### src/dac_ctrl_pkg.sv
// constants, field layouts and carrier types for the dual dac register decode
package dac_ctrl_pkg;

   ////////////////////////////////////////////////////////////////////////////
   // serial frame geometry
   localparam int           FRAME_BITS = 24;
   localparam int           CODE_BITS  = 16;
   localparam int           CNT_W      = 5;
   localparam logic [4:0]   FRAME_LEN  = 5'h18;       // 24 clocks per frame
   localparam logic [4:0]   FRAME_OVER = 5'h19;       // saturates: frame is void
   localparam logic [7:0]   RB_PAD     = 8'h00;       // upper bits of readback word

   ////////////////////////////////////////////////////////////////////////////
   // target select codes
   localparam logic [2:0]   TGT_FUNCTION = 3'h0;
   localparam logic [2:0]   TGT_DATA     = 3'h2;
   localparam logic [2:0]   TGT_RANGE    = 3'h3;
   localparam logic [2:0]   TGT_GAIN     = 3'h4;
   localparam logic [2:0]   TGT_OFFSET   = 3'h5;

   // function sub-commands carried in the channel field
   localparam logic [2:0]   FN_NOP     = 3'h0;
   localparam logic [2:0]   FN_CONTROL = 3'h1;
   localparam logic [2:0]   FN_CLEAR   = 3'h4;
   localparam logic [2:0]   FN_LOAD    = 3'h5;

   // channel select codes
   localparam logic [2:0]   CH_A    = 3'h0;
   localparam logic [2:0]   CH_B    = 3'h1;
   localparam logic [2:0]   CH_BOTH = 3'h4;

   ////////////////////////////////////////////////////////////////////////////
   // control bit positions in the function register
   localparam int           CTL_W              = 6;
   localparam int           CTL_SERIAL_OUT_OFF = 0;
   localparam int           CTL_GP0_VAL        = 1;
   localparam int           CTL_GP0_DIR        = 2;
   localparam int           CTL_GP1_VAL        = 3;
   localparam int           CTL_GP1_DIR        = 4;
   localparam int           CTL_LOCAL_GND      = 5;

   // output range codes
   localparam logic [1:0]   RANGE_4V096 = 2'h0;
   localparam logic [1:0]   RANGE_4V201 = 2'h1;
   localparam logic [1:0]   RANGE_4V331 = 2'h2;

   // reset values
   localparam logic [5:0]   CTL_RST    = 6'h00;
   localparam logic [15:0]  CODE_RST   = 16'h0000;
   localparam logic [1:0]   RANGE_RST  = RANGE_4V096;
   localparam logic [5:0]   GAIN_RST   = 6'h00;
   localparam logic [7:0]   OFFSET_RST = 8'h00;
   // zero volts in twos complement and negative full scale in offset binary
   // are both the all-zero code, so one clear value serves both codings
   localparam logic [15:0]  CLEAR_CODE = 16'h0000;

   ////////////////////////////////////////////////////////////////////////////
   // synchronised pin vector
   localparam int           PIN_W     = 6;
   localparam int           PIN_FRAME = 0;
   localparam int           PIN_SCLK  = 1;
   localparam int           PIN_SDIN  = 2;
   localparam int           PIN_LOAD  = 3;
   localparam int           PIN_GP0   = 4;
   localparam int           PIN_GP1   = 5;
   localparam logic [5:0]   PIN_IDLE  = 6'h0b;        // frame, clock, load idle high

   ////////////////////////////////////////////////////////////////////////////
   // carrier types
   typedef struct packed {
      logic        rd;
      logic        zero;
      logic [2:0]  target;
      logic [2:0]  chan;
      logic [15:0] data;
   } frame_type;

   typedef struct packed {
      logic [1:0]  range_sel;
      logic [5:0]  gain_trim;
      logic [7:0]  offset_trim;
   } trim_type;

   localparam trim_type     TRIM_RST = '{RANGE_RST, GAIN_RST, OFFSET_RST};

endpackage

### src/dual_dac_register_decode.sv
// serial command decode and per-channel registers of a dual 16-bit dac
//
// Notes on behaviour
// - no-operation command changes nothing
// - local ground bit enables compensation, resets cleared
// - pin direction bit set means output, resets input
// - output pin drives last written value bit
// - input pin: value reads pin, writes ignored
// - serial-out off bit disables driver, resets cleared
// - software clear forces outputs to clear code
// - software load copies input registers to dac
// - target 010 writes selected channel code
// - target 011 writes 2-bit range, low bits
// - range 00 default, 01 and 10 wider
// - target 100 writes 6-bit gain trim
// - gain trim signed, -32 to +31, zero default
// - gain trim moves both full-scale points
// - target 101 writes 8-bit offset trim
// - offset trim signed, eighth lsb steps, zero default
// - 24-bit frame: rw, zero, target, channel, data
// - target 000 is function, channel picks sub-command
// - channel code selects a, b or both
// - read word shifts out during next frame
`timescale 1ns/100ps

module dual_dac_register_decode
   import dac_ctrl_pkg::*;
(
   input  wire logic                 clk,
   input  wire logic                 arst_n,
   input  wire logic                 clk_en,
   input  wire logic                 frame_n,
   input  wire logic                 sclk,
   input  wire logic                 sdin,
   input  wire logic                 load_strobe_n,
   input  wire logic [1:0]           gp_in,
   output logic [1:0]                gp_out,
   output logic [1:0]                gp_oe,
   output logic                      sdo,
   output logic                      sdo_oe,
   output logic                      local_gnd_en,
   output logic [1:0][15:0]          dac_code,
   output trim_type [1:0]            chan_trim,
   output logic                      dac_update
);

   ////////////////////////////////////////////////////////////////////////////
   // decoding helpers

   // channel code to per-channel hit mask, bit 0 is channel a
   function automatic logic [1:0] chan_mask(input logic [2:0] code);
      logic [1:0] m;
      m = 2'h0;
      case (code)
         CH_A:    m = 2'h1;
         CH_B:    m = 2'h2;
         CH_BOTH: m = 2'h3;
         default: m = 2'h0;
      endcase
      return m;
   endfunction

   // value bit of a pin: stored level when driven, live pin when input
   function automatic logic pin_level(input logic dir, input logic val, input logic pin);
      return dir ? val : pin;
   endfunction

   ////////////////////////////////////////////////////////////////////////////
   // pin synchronisers

   logic [PIN_W-1:0]     meta_q;
   logic [PIN_W-1:0]     pin_q;
   logic [PIN_W-1:0]     pin_prev_q;
   logic [PIN_W-1:0]     pin_raw;

   // pins gathered in the order of the package positions
   assign pin_raw = {gp_in[1], gp_in[0], load_strobe_n, sdin, sclk, frame_n};

   // two flops before use, a third for edge detection
   always_ff @(posedge clk or negedge arst_n) begin
      if (!arst_n) begin
         meta_q     <= PIN_IDLE;
         pin_q      <= PIN_IDLE;
         pin_prev_q <= PIN_IDLE;
      end else if (clk_en) begin
         meta_q     <= pin_raw;
         pin_q      <= meta_q;
         pin_prev_q <= pin_q;
      end
   end

   logic                 frame_start;
   logic                 frame_end;
   logic                 sclk_fall;
   logic                 load_fall;

   // edges of the synchronised pins; clock falls count only inside a frame
   assign frame_start = pin_prev_q[PIN_FRAME] & ~pin_q[PIN_FRAME];
   assign frame_end   = ~pin_prev_q[PIN_FRAME] & pin_q[PIN_FRAME];
   assign sclk_fall   = pin_prev_q[PIN_SCLK] & ~pin_q[PIN_SCLK] & ~pin_q[PIN_FRAME];
   assign load_fall   = pin_prev_q[PIN_LOAD] & ~pin_q[PIN_LOAD];

   ////////////////////////////////////////////////////////////////////////////
   // serial receive: data taken on falling clock, msb first

   logic [FRAME_BITS-1:0] rx_q;
   logic [CNT_W-1:0]      cnt_q;

   // count saturates so an overlong frame never aliases to a good one
   always_ff @(posedge clk or negedge arst_n) begin
      if (!arst_n) begin
         rx_q  <= '0;
         cnt_q <= '0;
      end else if (clk_en) begin
         if (frame_start) begin
            cnt_q <= '0;
         end else if (sclk_fall) begin
            rx_q <= {rx_q[FRAME_BITS-2:0], pin_q[PIN_SDIN]};
            if (cnt_q != FRAME_OVER) begin
               cnt_q <= cnt_q + 5'h01;
            end
         end
      end
   end

   ////////////////////////////////////////////////////////////////////////////
   // command decode at frame end; frames of any other length are dropped

   frame_type            cmd;
   logic                 frame_ok;
   logic                 wr;
   logic                 rd;
   logic [1:0]           hit;
   logic                 fn_wr;
   logic                 ctl_wr;
   logic                 sw_clear;
   logic                 sw_load;

   assign cmd      = frame_type'(rx_q);
   assign frame_ok = frame_end & (cnt_q == FRAME_LEN);
   assign wr       = frame_ok & ~cmd.rd;
   assign rd       = frame_ok & cmd.rd;
   assign hit      = chan_mask(cmd.chan);
   assign fn_wr    = wr & (cmd.target == TGT_FUNCTION);
   // no-operation matches none of these, so nothing moves
   assign ctl_wr   = fn_wr & (cmd.chan == FN_CONTROL);
   assign sw_clear = fn_wr & (cmd.chan == FN_CLEAR);
   assign sw_load  = fn_wr & (cmd.chan == FN_LOAD);

   ////////////////////////////////////////////////////////////////////////////
   // function control bits

   logic [CTL_W-1:0]     ctl_q;
   logic [CTL_W-1:0]     ctl_d;

   // a value bit written with its own direction bit cleared in the same word keeps its old content
   always_comb begin
      ctl_d = cmd.data[CTL_W-1:0];
      if (!cmd.data[CTL_GP0_DIR]) begin
         ctl_d[CTL_GP0_VAL] = ctl_q[CTL_GP0_VAL];
      end
      if (!cmd.data[CTL_GP1_DIR]) begin
         ctl_d[CTL_GP1_VAL] = ctl_q[CTL_GP1_VAL];
      end
   end

   // control word moves only on a complete control sub-command
   always_ff @(posedge clk or negedge arst_n) begin
      if (!arst_n) begin
         ctl_q <= CTL_RST;
      end else if (clk_en && ctl_wr) begin
         ctl_q <= ctl_d;
      end
   end

   // pins and enables straight from the control flops
   assign gp_oe[0]     = ctl_q[CTL_GP0_DIR];
   assign gp_oe[1]     = ctl_q[CTL_GP1_DIR];
   assign gp_out[0]    = ctl_q[CTL_GP0_VAL];
   assign gp_out[1]    = ctl_q[CTL_GP1_VAL];
   assign local_gnd_en = ctl_q[CTL_LOCAL_GND];

   ////////////////////////////////////////////////////////////////////////////
   // per-channel input, dac and trim registers

   logic [15:0]          input_q [2];
   logic [15:0]          dac_q [2];
   trim_type             trim_q [2];
   logic [1:0]           upd_ch;

   for (genvar i = 0; i < 2; i++) begin : g_chan
      logic              wr_ch;
      logic              code_wr;
      logic              range_wr;
      logic              gain_wr;
      logic              offset_wr;
      logic              copy;
      logic [15:0]       input_next;
      logic [15:0]       dac_next;

      // write strobes of this channel, one per target
      assign wr_ch      = wr & hit[i];
      assign code_wr    = wr_ch & (cmd.target == TGT_DATA);
      assign range_wr   = wr_ch & (cmd.target == TGT_RANGE);
      assign gain_wr    = wr_ch & (cmd.target == TGT_GAIN);
      assign offset_wr  = wr_ch & (cmd.target == TGT_OFFSET);
      assign input_next = code_wr ? cmd.data : input_q[i];
      // load held low during the frame updates the addressed channel at once
      assign copy       = (code_wr & ~pin_q[PIN_LOAD]) | load_fall | sw_load;
      assign upd_ch[i]  = sw_clear | copy;
      // clear wins over a load in the same cycle
      assign dac_next   = sw_clear ? CLEAR_CODE : input_next;

      always_ff @(posedge clk or negedge arst_n) begin
         if (!arst_n) begin
            input_q[i] <= CODE_RST;
            dac_q[i]   <= CODE_RST;
            trim_q[i]  <= TRIM_RST;
         end else if (clk_en) begin
            input_q[i] <= input_next;
            if (upd_ch[i]) begin
               dac_q[i] <= dac_next;
            end
            if (range_wr) begin
               trim_q[i].range_sel <= cmd.data[1:0];
            end
            // signed trim, applied by the analog path at both end points
            if (gain_wr) begin
               trim_q[i].gain_trim <= cmd.data[5:0];
            end
            if (offset_wr) begin
               trim_q[i].offset_trim <= cmd.data[7:0];
            end
         end
      end
   end

   // flatten the channel arrays onto the output ports, channel a low
   assign dac_code  = {dac_q[1], dac_q[0]};
   assign chan_trim = {trim_q[1], trim_q[0]};

   // one-cycle pulse whenever any dac register takes a new value
   always_ff @(posedge clk or negedge arst_n) begin
      if (!arst_n) begin
         dac_update <= 1'b0;
      end else if (clk_en) begin
         dac_update <= |upd_ch;
      end
   end

   ////////////////////////////////////////////////////////////////////////////
   // readback selection

   logic [CTL_W-1:0]     ctl_rb;
   logic                 rd_ch;
   logic [15:0]          rd_val;

   // control word as read: value bits of input pins show the live level
   always_comb begin
      ctl_rb = ctl_q;
      ctl_rb[CTL_GP0_VAL] = pin_level(ctl_q[CTL_GP0_DIR], ctl_q[CTL_GP0_VAL], pin_q[PIN_GP0]);
      ctl_rb[CTL_GP1_VAL] = pin_level(ctl_q[CTL_GP1_DIR], ctl_q[CTL_GP1_VAL], pin_q[PIN_GP1]);
   end

   // a both-channel read returns channel a
   assign rd_ch = hit[1] & ~hit[0];

   // register named by the read frame, zero padded to the code width
   always_comb begin
      case (cmd.target)
         TGT_FUNCTION: rd_val = (cmd.chan == FN_CONTROL) ? {10'h000, ctl_rb} : 16'h0000;
         TGT_DATA:     rd_val = input_q[rd_ch];
         TGT_RANGE:    rd_val = {14'h0000, trim_q[rd_ch].range_sel};
         TGT_GAIN:     rd_val = {10'h000, trim_q[rd_ch].gain_trim};
         TGT_OFFSET:   rd_val = {8'h00, trim_q[rd_ch].offset_trim};
         default:      rd_val = 16'h0000;
      endcase
   end

   ////////////////////////////////////////////////////////////////////////////
   // serial transmit: loaded at read frame end, shifted after each falling clock

   logic [FRAME_BITS-1:0] tx_q;

   // driver enable follows the synchronised frame so the pin is free between frames
   always_ff @(posedge clk or negedge arst_n) begin
      if (!arst_n) begin
         tx_q   <= '0;
         sdo_oe <= 1'b0;
      end else if (clk_en) begin
         if (rd) begin
            tx_q <= {RB_PAD, rd_val};
         end else if (sclk_fall) begin
            tx_q <= {tx_q[FRAME_BITS-2:0], 1'b0};
         end
         sdo_oe <= ~ctl_q[CTL_SERIAL_OUT_OFF] & ~pin_q[PIN_FRAME];
      end
   end

   assign sdo = tx_q[FRAME_BITS-1];

endmodule

### config.mk
export PLATFORM = sky130hd
export DESIGN_NAME = dual_dac_register_decode
export DESIGN_NICKNAME = d
export VERILOG_FILES = /design/src/dac_ctrl_pkg.sv /design/src/dual_dac_register_decode.sv
export SDC_FILE = /design/constraint.sdc
export NUM_CORES = 1
export LEC_CHECK = 0
export BUFFER_PORTS_ARGS = -buffer_cell sky130_fd_sc_hd__buf_4
export CAP_MARGIN = 20
export CORE_MARGIN = 4
export CORE_UTILIZATION = 45
export DETAILED_ROUTE_END_ITERATION = 10
export SETUP_SLACK_MARGIN = 0.15
export SLEW_MARGIN = 20
export SYNTH_ARGS = -nofsm -noshare
export SYNTH_HDL_FRONTEND = slang
export SYNTH_SLANG_ARGS = --single-unit
### constraint.sdc
create_clock -name clk -period 2.6 [get_ports clk]
set_input_delay 0.13 -clock clk [delete_from_list [all_inputs] [get_ports clk]]
set_output_delay 0.13 -clock clk [all_outputs]
set_load 0.05 [all_outputs]
# After elaboration in Yosys (flattened, before gate mapping)
# Cells that the tools add are included.
# word_totals
latch_bits	0
register_bits	173
mem_bits_ro	0
out_inout_bits	72
mem_count	0
mem_bits_rw	0
inputBits	9
wordCells	113
# classes
n_bitwise	41
addsub	1
shifts	0
n_mux	20
div	0
n_reduce_logical	20
n_eq_ne	9
multipliers	0
magnitude_cmp	1
# ops
op	count
$mux 16	10
$pmux 16 s5	1
$mux 24	2
$and 1x1->1	26
$reduce_and 2->1	11
$mux 5	3
$eq 3x3->1 const B	4
$not 1->1	8
$eq 3x2->1 const B	2
$logic_not 3->1	2
$mux 6	1
$or 1x1->1	6
$pmux 2 s3	1
$reduce_and 3->1	2
$reduce_bool 2->1	3
$add 5x1->5 const B	1
$eq 5x5->1 const B	1
$ne 5x5->1 const B	1
$eq 3x1->1 const B	1
$ge 2x2->1 const B	1
$mux 1	2
$not 1->2	1
$reduce_or 2->1	1
$logic_and 1x1->1	1

# Logic depth before layout (Yosys ltp)
# Gate-level depths: netlist of run 1.
# depth
word_depth	11
ltp_mapped	8
mapped_depth_nobuf	7

# Worst setup path before layout of run 1
# No wires, ideal clock.
# synth_timing
path_kind	reg2reg
start	register cnt_q[0]
end	register input_q[21] in the netlist's numbering
path_slack_ns	0.573
arrival_ns	1.903
setup_ns	0.125
required_time_ns	2.475
stages_incl_launch_ff	8
n_path_buf	1
period_less_slack_ns	2.027
cell_sequence	dfrtp_1 > inv_1 > ha_1 > and3b_1 > nand3_2 > nor3_4 > buf_2 > mux2_2
# synth_between
elab_chain_len	6
# synth_rtl
element	line	source
start: declaration	dual_dac_register_decode.sv:107	logic [CNT_W-1:0] cnt_q;
start signal: assignment	dual_dac_register_decode.sv:120	cnt_q <= cnt_q + 5'h01;
$eq 5x5->1	dual_dac_register_decode.sv:140	assign frame_ok = frame_end & (cnt_q == FRAME_LEN);
$and 1x1->1	dual_dac_register_decode.sv:140	
$and 1x1->1	dual_dac_register_decode.sv:141	assign wr = frame_ok & ~cmd.rd;
$and 1x1->1	dual_dac_register_decode.sv:202	assign wr_ch = wr & hit[i];
$and 1x1->1	dual_dac_register_decode.sv:203	assign code_wr = wr_ch & (cmd.target == TGT_DATA);
$mux 16	dual_dac_register_decode.sv:207	assign input_next = code_wr ? cmd.data : input_q[i];
end signal: indexed assignment	dual_dac_register_decode.sv:220	input_q[i] <= input_next;
end: declaration	dual_dac_register_decode.sv:186	logic [15:0] input_q [2];
# No other way between the ends.
# A chain may end at the register's enable or synchronous reset.

# Worst setup path after layout of run 1
# layout_timing
start	register cnt_q[0]
end	register trim_q (netlist bit chan_trim[5])
# layout_between
elab_chain_len	6
# layout_rtl
element	line	source
$eq 5x5->1	dual_dac_register_decode.sv:140	
$and 1x1->1	dual_dac_register_decode.sv:140	
$and 1x1->1	dual_dac_register_decode.sv:141	
$and 1x1->1	dual_dac_register_decode.sv:202	
$and 1x1->1	dual_dac_register_decode.sv:206	assign offset_wr = wr_ch & (cmd.target == TGT_OFFSET);
$reduce_and 2->1 (no source line)	n/a	
end: declaration	dual_dac_register_decode.sv:188	trim_type trim_q [2];
# No other way between the ends.

==> results_dict.tcl, run 1 <==
set metrics [dict create \
    status "finished clean" \
    postCtsSetupBuffers 0 \
    cts.root.buffer_cell "clkbuf_16" \
    netlist_area_mm2 0.00780 \
    numCtsBuffers 17 \
    nFillCells 1441 \
    worst_pin_slew_ns 0.680 \
    ir_worst_vdd_uv 637 \
    crit_fanout 7 \
    crit_type "register to register" \
    firstDrtPassIters 5 \
    relSlewSlack 0.546 \
    layout_commonest_cell "dfrtp_1" \
    crit_path_start "cnt_q[0]" \
    syn_avg_cell_area_um2 11.9 \
    worstSkewPairLatency_ns 0.42 \
    setup_viol 0 \
    slew_viol_final 0 \
    hold_viol 0 \
    diodes 0 \
    final_area_mm2 0.00937 \
    nets 757 \
    synth_edf_count 0 \
    critPathRequiredTime_ns 2.90 \
    synth_ff_type "dfrtp_1" \
    drive_gt1_frac 0.351 \
    clockBufferDepth 2 \
    fin_skew_ns 0.00794 \
    min_period_ns 2.34 \
    drt-initial-drc-count 329 \
    dp_hpwl_um 13100 \
    ys_seq_area_frac 0.553 \
    io_buffers 80 \
    die_x_um 140 \
    route.detailed.drc 0 \
    fp.dieH_um 140 \
    cp-end-kind "register" \
    reg2reg_from "cnt_q[0]" \
    globalplace.congestion 0.846 \
    rsz0062_at_grt "true" \
    yosysWarnings 0 \
    fin_setup_tns_ns 0 \
    cts_tree "done" \
    fmax_mhz 427 \
    placed_cells 939 \
    p_leak_nw 4.41 \
    critPathArrivalTime_ns 2.64 \
    worstHoldPathType "input pin to register" \
    cts_num_sinks 172 \
    rows 47 \
    antenna_found_initial 0 \
    power.density_mw_per_mm2 812 \
    layout_common_cells "163 x dfrtp_1, 107 x mux2_2, 105 x buf_4, 53 x nor2_1, 47 x nand2_1" \
    htreeDepth 4 \
    core-area_mm2 0.0168 \
    ant_nets 0 \
    grt_pass1_wl_um 31300 \
    synthCells 656 \
    grt_pass1_vias 5652 \
    period_share 0.900 \
    grt_overflow 0 \
    io_pins 81 \
    grt_max_degree 60 \
    ys_async_sr_fraction 1.00 \
    syn_nets 668 \
    wl_per_cell_um 19.4 \
    synth_cell_types 62 \
    whs_ns 0.209 \
    dieArea_mm2 0.0195 \
    path_clk_slew_ns 0.06 \
    final_cells 978 \
    cap_viol_max_count 0 \
    dpl_cell_area_mm2 0.00869 \
    vias_per_cell 5.60 \
    start_kind "register" \
    start_util 0.465 \
    syn_to_final_growth_pct 20.1 \
    routed_wl_um 19000 \
    num_vias 5474 \
    worstHoldStart "clk_en" \
    synth-seq-cells 172 \
    grtUsageTotal 0.201 \
]
Yosys cell counts, types with 3 or more instances:
| master | number | area, µm² |
|---|---|---|
| dfrtp_1 | 163 | 4080 |
| mux2_2 | 107 | 1200 |
| a22o_1 | 8 | 70.1 |
| a21oi_1 | 38 | 190 |
| nand3_1 | 9 | 45.0 |
| mux2_1 | 3 | 33.8 |
| ha_1 | 3 | 37.5 |
| o21ai_0 | 23 | 115 |
| nor2_1 | 53 | 199 |
| and3b_1 | 3 | 26.3 |
| inv_1 | 10 | 37.5 |
| o21ai_1 | 12 | 60.1 |
| a22oi_1 | 25 | 188 |
| a221oi_1 | 10 | 87.6 |
| nor3_1 | 5 | 25.0 |
| xnor2_1 | 3 | 26.3 |
| o22ai_1 | 3 | 18.8 |
| nor3b_1 | 3 | 22.5 |
| clkbuf_1 | 21 | 78.8 |
| nand2_1 | 47 | 176 |
| buf_4 | 6 | 45.0 |
| buf_2 | 15 | 75.1 |
| a32oi_1 | 4 | 35.0 |
| nand3b_1 | 4 | 30.0 |
| mux2i_1 | 25 | 250 |
| dfstp_2 | 9 | 236 |
routing by layer:
metal  wire length [µm]  track usage  vias to the layer above
met3                877       0.0467                       19
met2               9000        0.319                      155
met4                223       0.0490                        0
li1                   -            -                     2549
met5                  0            0                        -
met1               8900        0.283                     2751
metrics by stage:
stage	worst slack, ns	power [mW]	util
floorplan	0.573	4.49	-
global placement	0.222	5.02	0.518
detailed placement	0.231	5.06	0.518
CTS	0.225	7.66	0.559
global route	0.125	7.96	0.559
finish	0.260	7.61	0.559
kinds of logic (layout without fill, tap and decap cells):
| logic type | count (synthesis) | after routing | share of synthesized area |
|---|---|---|---|
| compound gates | 140 | 140 | 0.119 |
| fa+ha+maj | 3 | 3 | 0.00481 |
| simple gates | 147 | 147 | 0.0942 |
| mux | 135 | 135 | 0.191 |
| xor+xnor | 4 | 4 | 0.00449 |
| flops | 172 | 172 | 0.553 |
| buf+inv | 55 | 157 | 0.0337 |
critical path: stages, from the launching register on:
cell     delay [ns]
dfrtp_1        0.44
inv_1          0.08
ha_1           0.15
and3b_1        0.24
nand3_2        0.24
nor3_2         0.50
buf_4          0.23
mux2_2         0.34
timing repair:
item	4_1_cts	5_1_grt
endpoints found under the hold margin	62	0
resized for setup	0	2
hold buffers	7	0
endpoints found under the setup margin	0	12
sequential cells by signal (all words and copies together), names as in the netlist:
name,flops
pin_prev_q,3
cmd,24
dac_code,32
ctl_q,6
input_q,32
chan_trim,32
dac_update,1
cnt_q,5
pin_q,6
tx_q,24
sdo_oe,1
meta_q,6
path summary, 6_finish.rpt:
check	end	slack [ns]	cells past startpoint
min reg2reg	tx_q[6]	0.47	2
max in group asynchronous	ctl_q[5]	1.53	3
min in group asynchronous	dac_code[1]	0.23	2
max reg2reg	chan_trim[5]	0.26	7
max	chan_trim[5]	0.26	7
min	pin_q[1]	0.21	4
power breakdown:
part | leakage (nW) | switching, mW | internal [mW]
registers | 2.25 | 0.359 | 3.05
clock network | 0.284 | 1.01 | 1.56
logic | 1.87 | 1.06 | 0.566
layout make-up:
class | instances | area (µm²) | area share
clock buffer | 22 | 464 | 0.0496
clock inverter | 10 | 139 | 0.0148
sequential | 172 | 4320 | 0.461
multi-input combinational | 429 | 3230 | 0.344
inverter | 10 | 37.5 | 0.00401
timing repair buffer | 115 | 910 | 0.0971
tap | 220 | 275 | 0.0294
(Power assumes the default switching activity.)
==> inputs of run 2 (changes only) <==
--- a/config.mk
+++ b/config.mk
@@ -10,6 +10,7 @@
 export CORE_MARGIN = 4
 export CORE_UTILIZATION = 45
 export DETAILED_ROUTE_END_ITERATION = 10
+export PLACE_DENSITY = 0.72
 export SETUP_SLACK_MARGIN = 0.15
 export SLEW_MARGIN = 20
 export SYNTH_ARGS = -nofsm -noshare
==> results_dict.tcl, run 2 (synthesized netlist as in run 1, its figures left out) <==
set metrics [dict create \
    status "finished clean" \
    crit_cells 5 \
    htreeDepth 4 \
    routed_wl_um 18600 \
    slowest_delay_ns 0.55 \
    firstDrtPassIters 7 \
    cp_num_buf_inv 0 \
    p_clk_frac 0.329 \
    cts-hold-fix-buffers 7 \
    cts.root.buffer_cell "clkbuf_16" \
    path_delay_family "simple AND/OR/NAND/NOR gates" \
    vias_per_cell 5.68 \
    reg2reg_from "cmd[23]" \
    crit_end "chan_trim[19]" \
    rsz0062_at_grt "false" \
    ff2ff_path_depth 5 \
    clockBufferDepth 2 \
    core-area_mm2 0.0168 \
    worstPathCellList "or2_2, nor2_1, nand3_1, nor2_2, mux2_2" \
    worstSkewPairLatency_ns 0.43 \
    p_sw_frac 0.328 \
    grt_max_degree 85 \
    io_buffers 80 \
    nets 761 \
    dieArea_mm2 0.0195 \
    postCtsSetupBuffers 0 \
    p_leak_nw 4.41 \
    relSlewSlack 0.490 \
    diodes 0 \
    worstHoldPathType "input pin to register" \
    numCtsBuffers 17 \
    start_util 0.465 \
    num_vias 5573 \
    globalplace.congestion 0.908 \
    hold_viol 0 \
    whs_ns 0.211 \
    grt_overflow 0 \
    crit_fanout 8 \
    final_area_mm2 0.00934 \
    critPathSlowestCell "nor2_2" \
    die_x_um 140 \
    power.density_mw_per_mm2 802 \
    antenna_found_initial 0 \
    cts_num_sinks 172 \
    path_clk_slew_ns 0.06 \
    ant_nets 0 \
    start_kind "register" \
    grt_pass1_wl_um 31100 \
    regArea_mm2 0.00432 \
    switchingPower_mw 2.45 \
    period_share 0.904 \
    critPathArrivalTime_ns 2.66 \
    reg2reg_slack_ns 0.25 \
    p_int_mw 5.03 \
    wl_per_cell_um 19.0 \
    dp_hpwl_um 12900 \
    dpl_cell_area_mm2 0.00869 \
    fp.dieH_um 140 \
    drt-initial-drc-count 372 \
    power.share.combinational 0.218 \
    critPathRequiredTime_ns 2.91 \
    layout_common_cells "163 x dfrtp_1, 111 x buf_4, 107 x mux2_2, 53 x nor2_1, 47 x nand2_1" \
    setup_viol 0 \
    multiInputGateArea_mm2 0.00322 \
    fin_setup_tns_ns 0 \
    syn_to_final_growth_pct 19.8 \
    r2r_end "chan_trim[19]" \
    min_period_ns 2.35 \
    p_total_mw 7.49 \
    ir_worst_vdd_uv 633 \
    cap_viol_max_count 0 \
    fmax_mhz 425 \
    crit_type "register to register" \
    final_util 0.557 \
    cts_resized 0 \
    rows 47 \
    cp-end-kind "register" \
    grt_pass1_vias 5768 \
    io_pins 81 \
    layout_commonest_cell "dfrtp_1" \
    seqPwrFrac 0.453 \
    grtUsageTotal 0.197 \
    slew_viol_final 0 \
    cts_tree "done" \
    fin_skew_ns 0.00947 \
    drive_gt1_frac 0.357 \
    worst_pin_slew_ns 0.765 \
    route.detailed.drc 0 \
    nFillCells 1393 \
    hold_path_depth 3 \
    crit_path_start "cmd[23]" \
]
[run 2: cell types whose count changed in the layout (fill, tap and decap cells not counted), moves of 2 or more]
cell | previous run | this run
clkinv_4 | 1 | 3
buf_12 | 2 | 0
clkbuf_8 | 2 | 0
buf_4 | 105 | 111
[run 2: tightest hold or removal path, stage by stage]
cell and delay [ns]:
buf_4 0.09, buf_4 0.29, o21ai_0 0.12
[run 2: per-layer routing]
metal / track usage / part of all wire
met4: 0.0541 / 0.014
met3: 0.0456 / 0.060
met5: 0 / 0
met1: 0.273 / 0.45
met2: 0.316 / 0.47
[run 2: how the worst min path moves through the flow]
stage,slack [ns],end,start
2_1_floorplan,-0.17,chan_trim[0],arst_n
3_3_place_gp,0.21,dac_code[25],arst_n
3_5_place_dp,0.23,dac_code[25],arst_n
4_1_cts,0.18,pin_q[1],clk_en
5_1_grt,0.21,pin_q[1],clk_en
6_report,0.21,pin_prev_q[0],clk_en
[run 2: per-stage QoR]
step	worst slack, ns	instances
floorplan	0.573	656
global placement	0.341	943
detailed placement	0.278	943
CTS	0.266	982
global route	0.178	982
finish	0.249	982
[run 2: power by group through the flow]
stage / clock [mW] / sequential (mW) / combinational, mW
finish: 2.46 / 3.39 / 1.63
global route: 2.63 / 3.44 / 1.76
CTS: 2.52 / 3.39 / 1.63
detailed placement: 0 / 3.44 / 1.62
global placement: 0 / 3.41 / 1.58
floorplan: 0 / 3.67 / 0.820
[run 2: final cells by class]
class | instances | share of cell area
sequential | 172 | 0.462
multi-input combinational | 429 | 0.345
timing repair buffer | 119 | 0.0979
clock buffer | 20 | 0.0467
tap | 220 | 0.0295
clock inverter | 12 | 0.0149
inverter | 10 | 0.00402
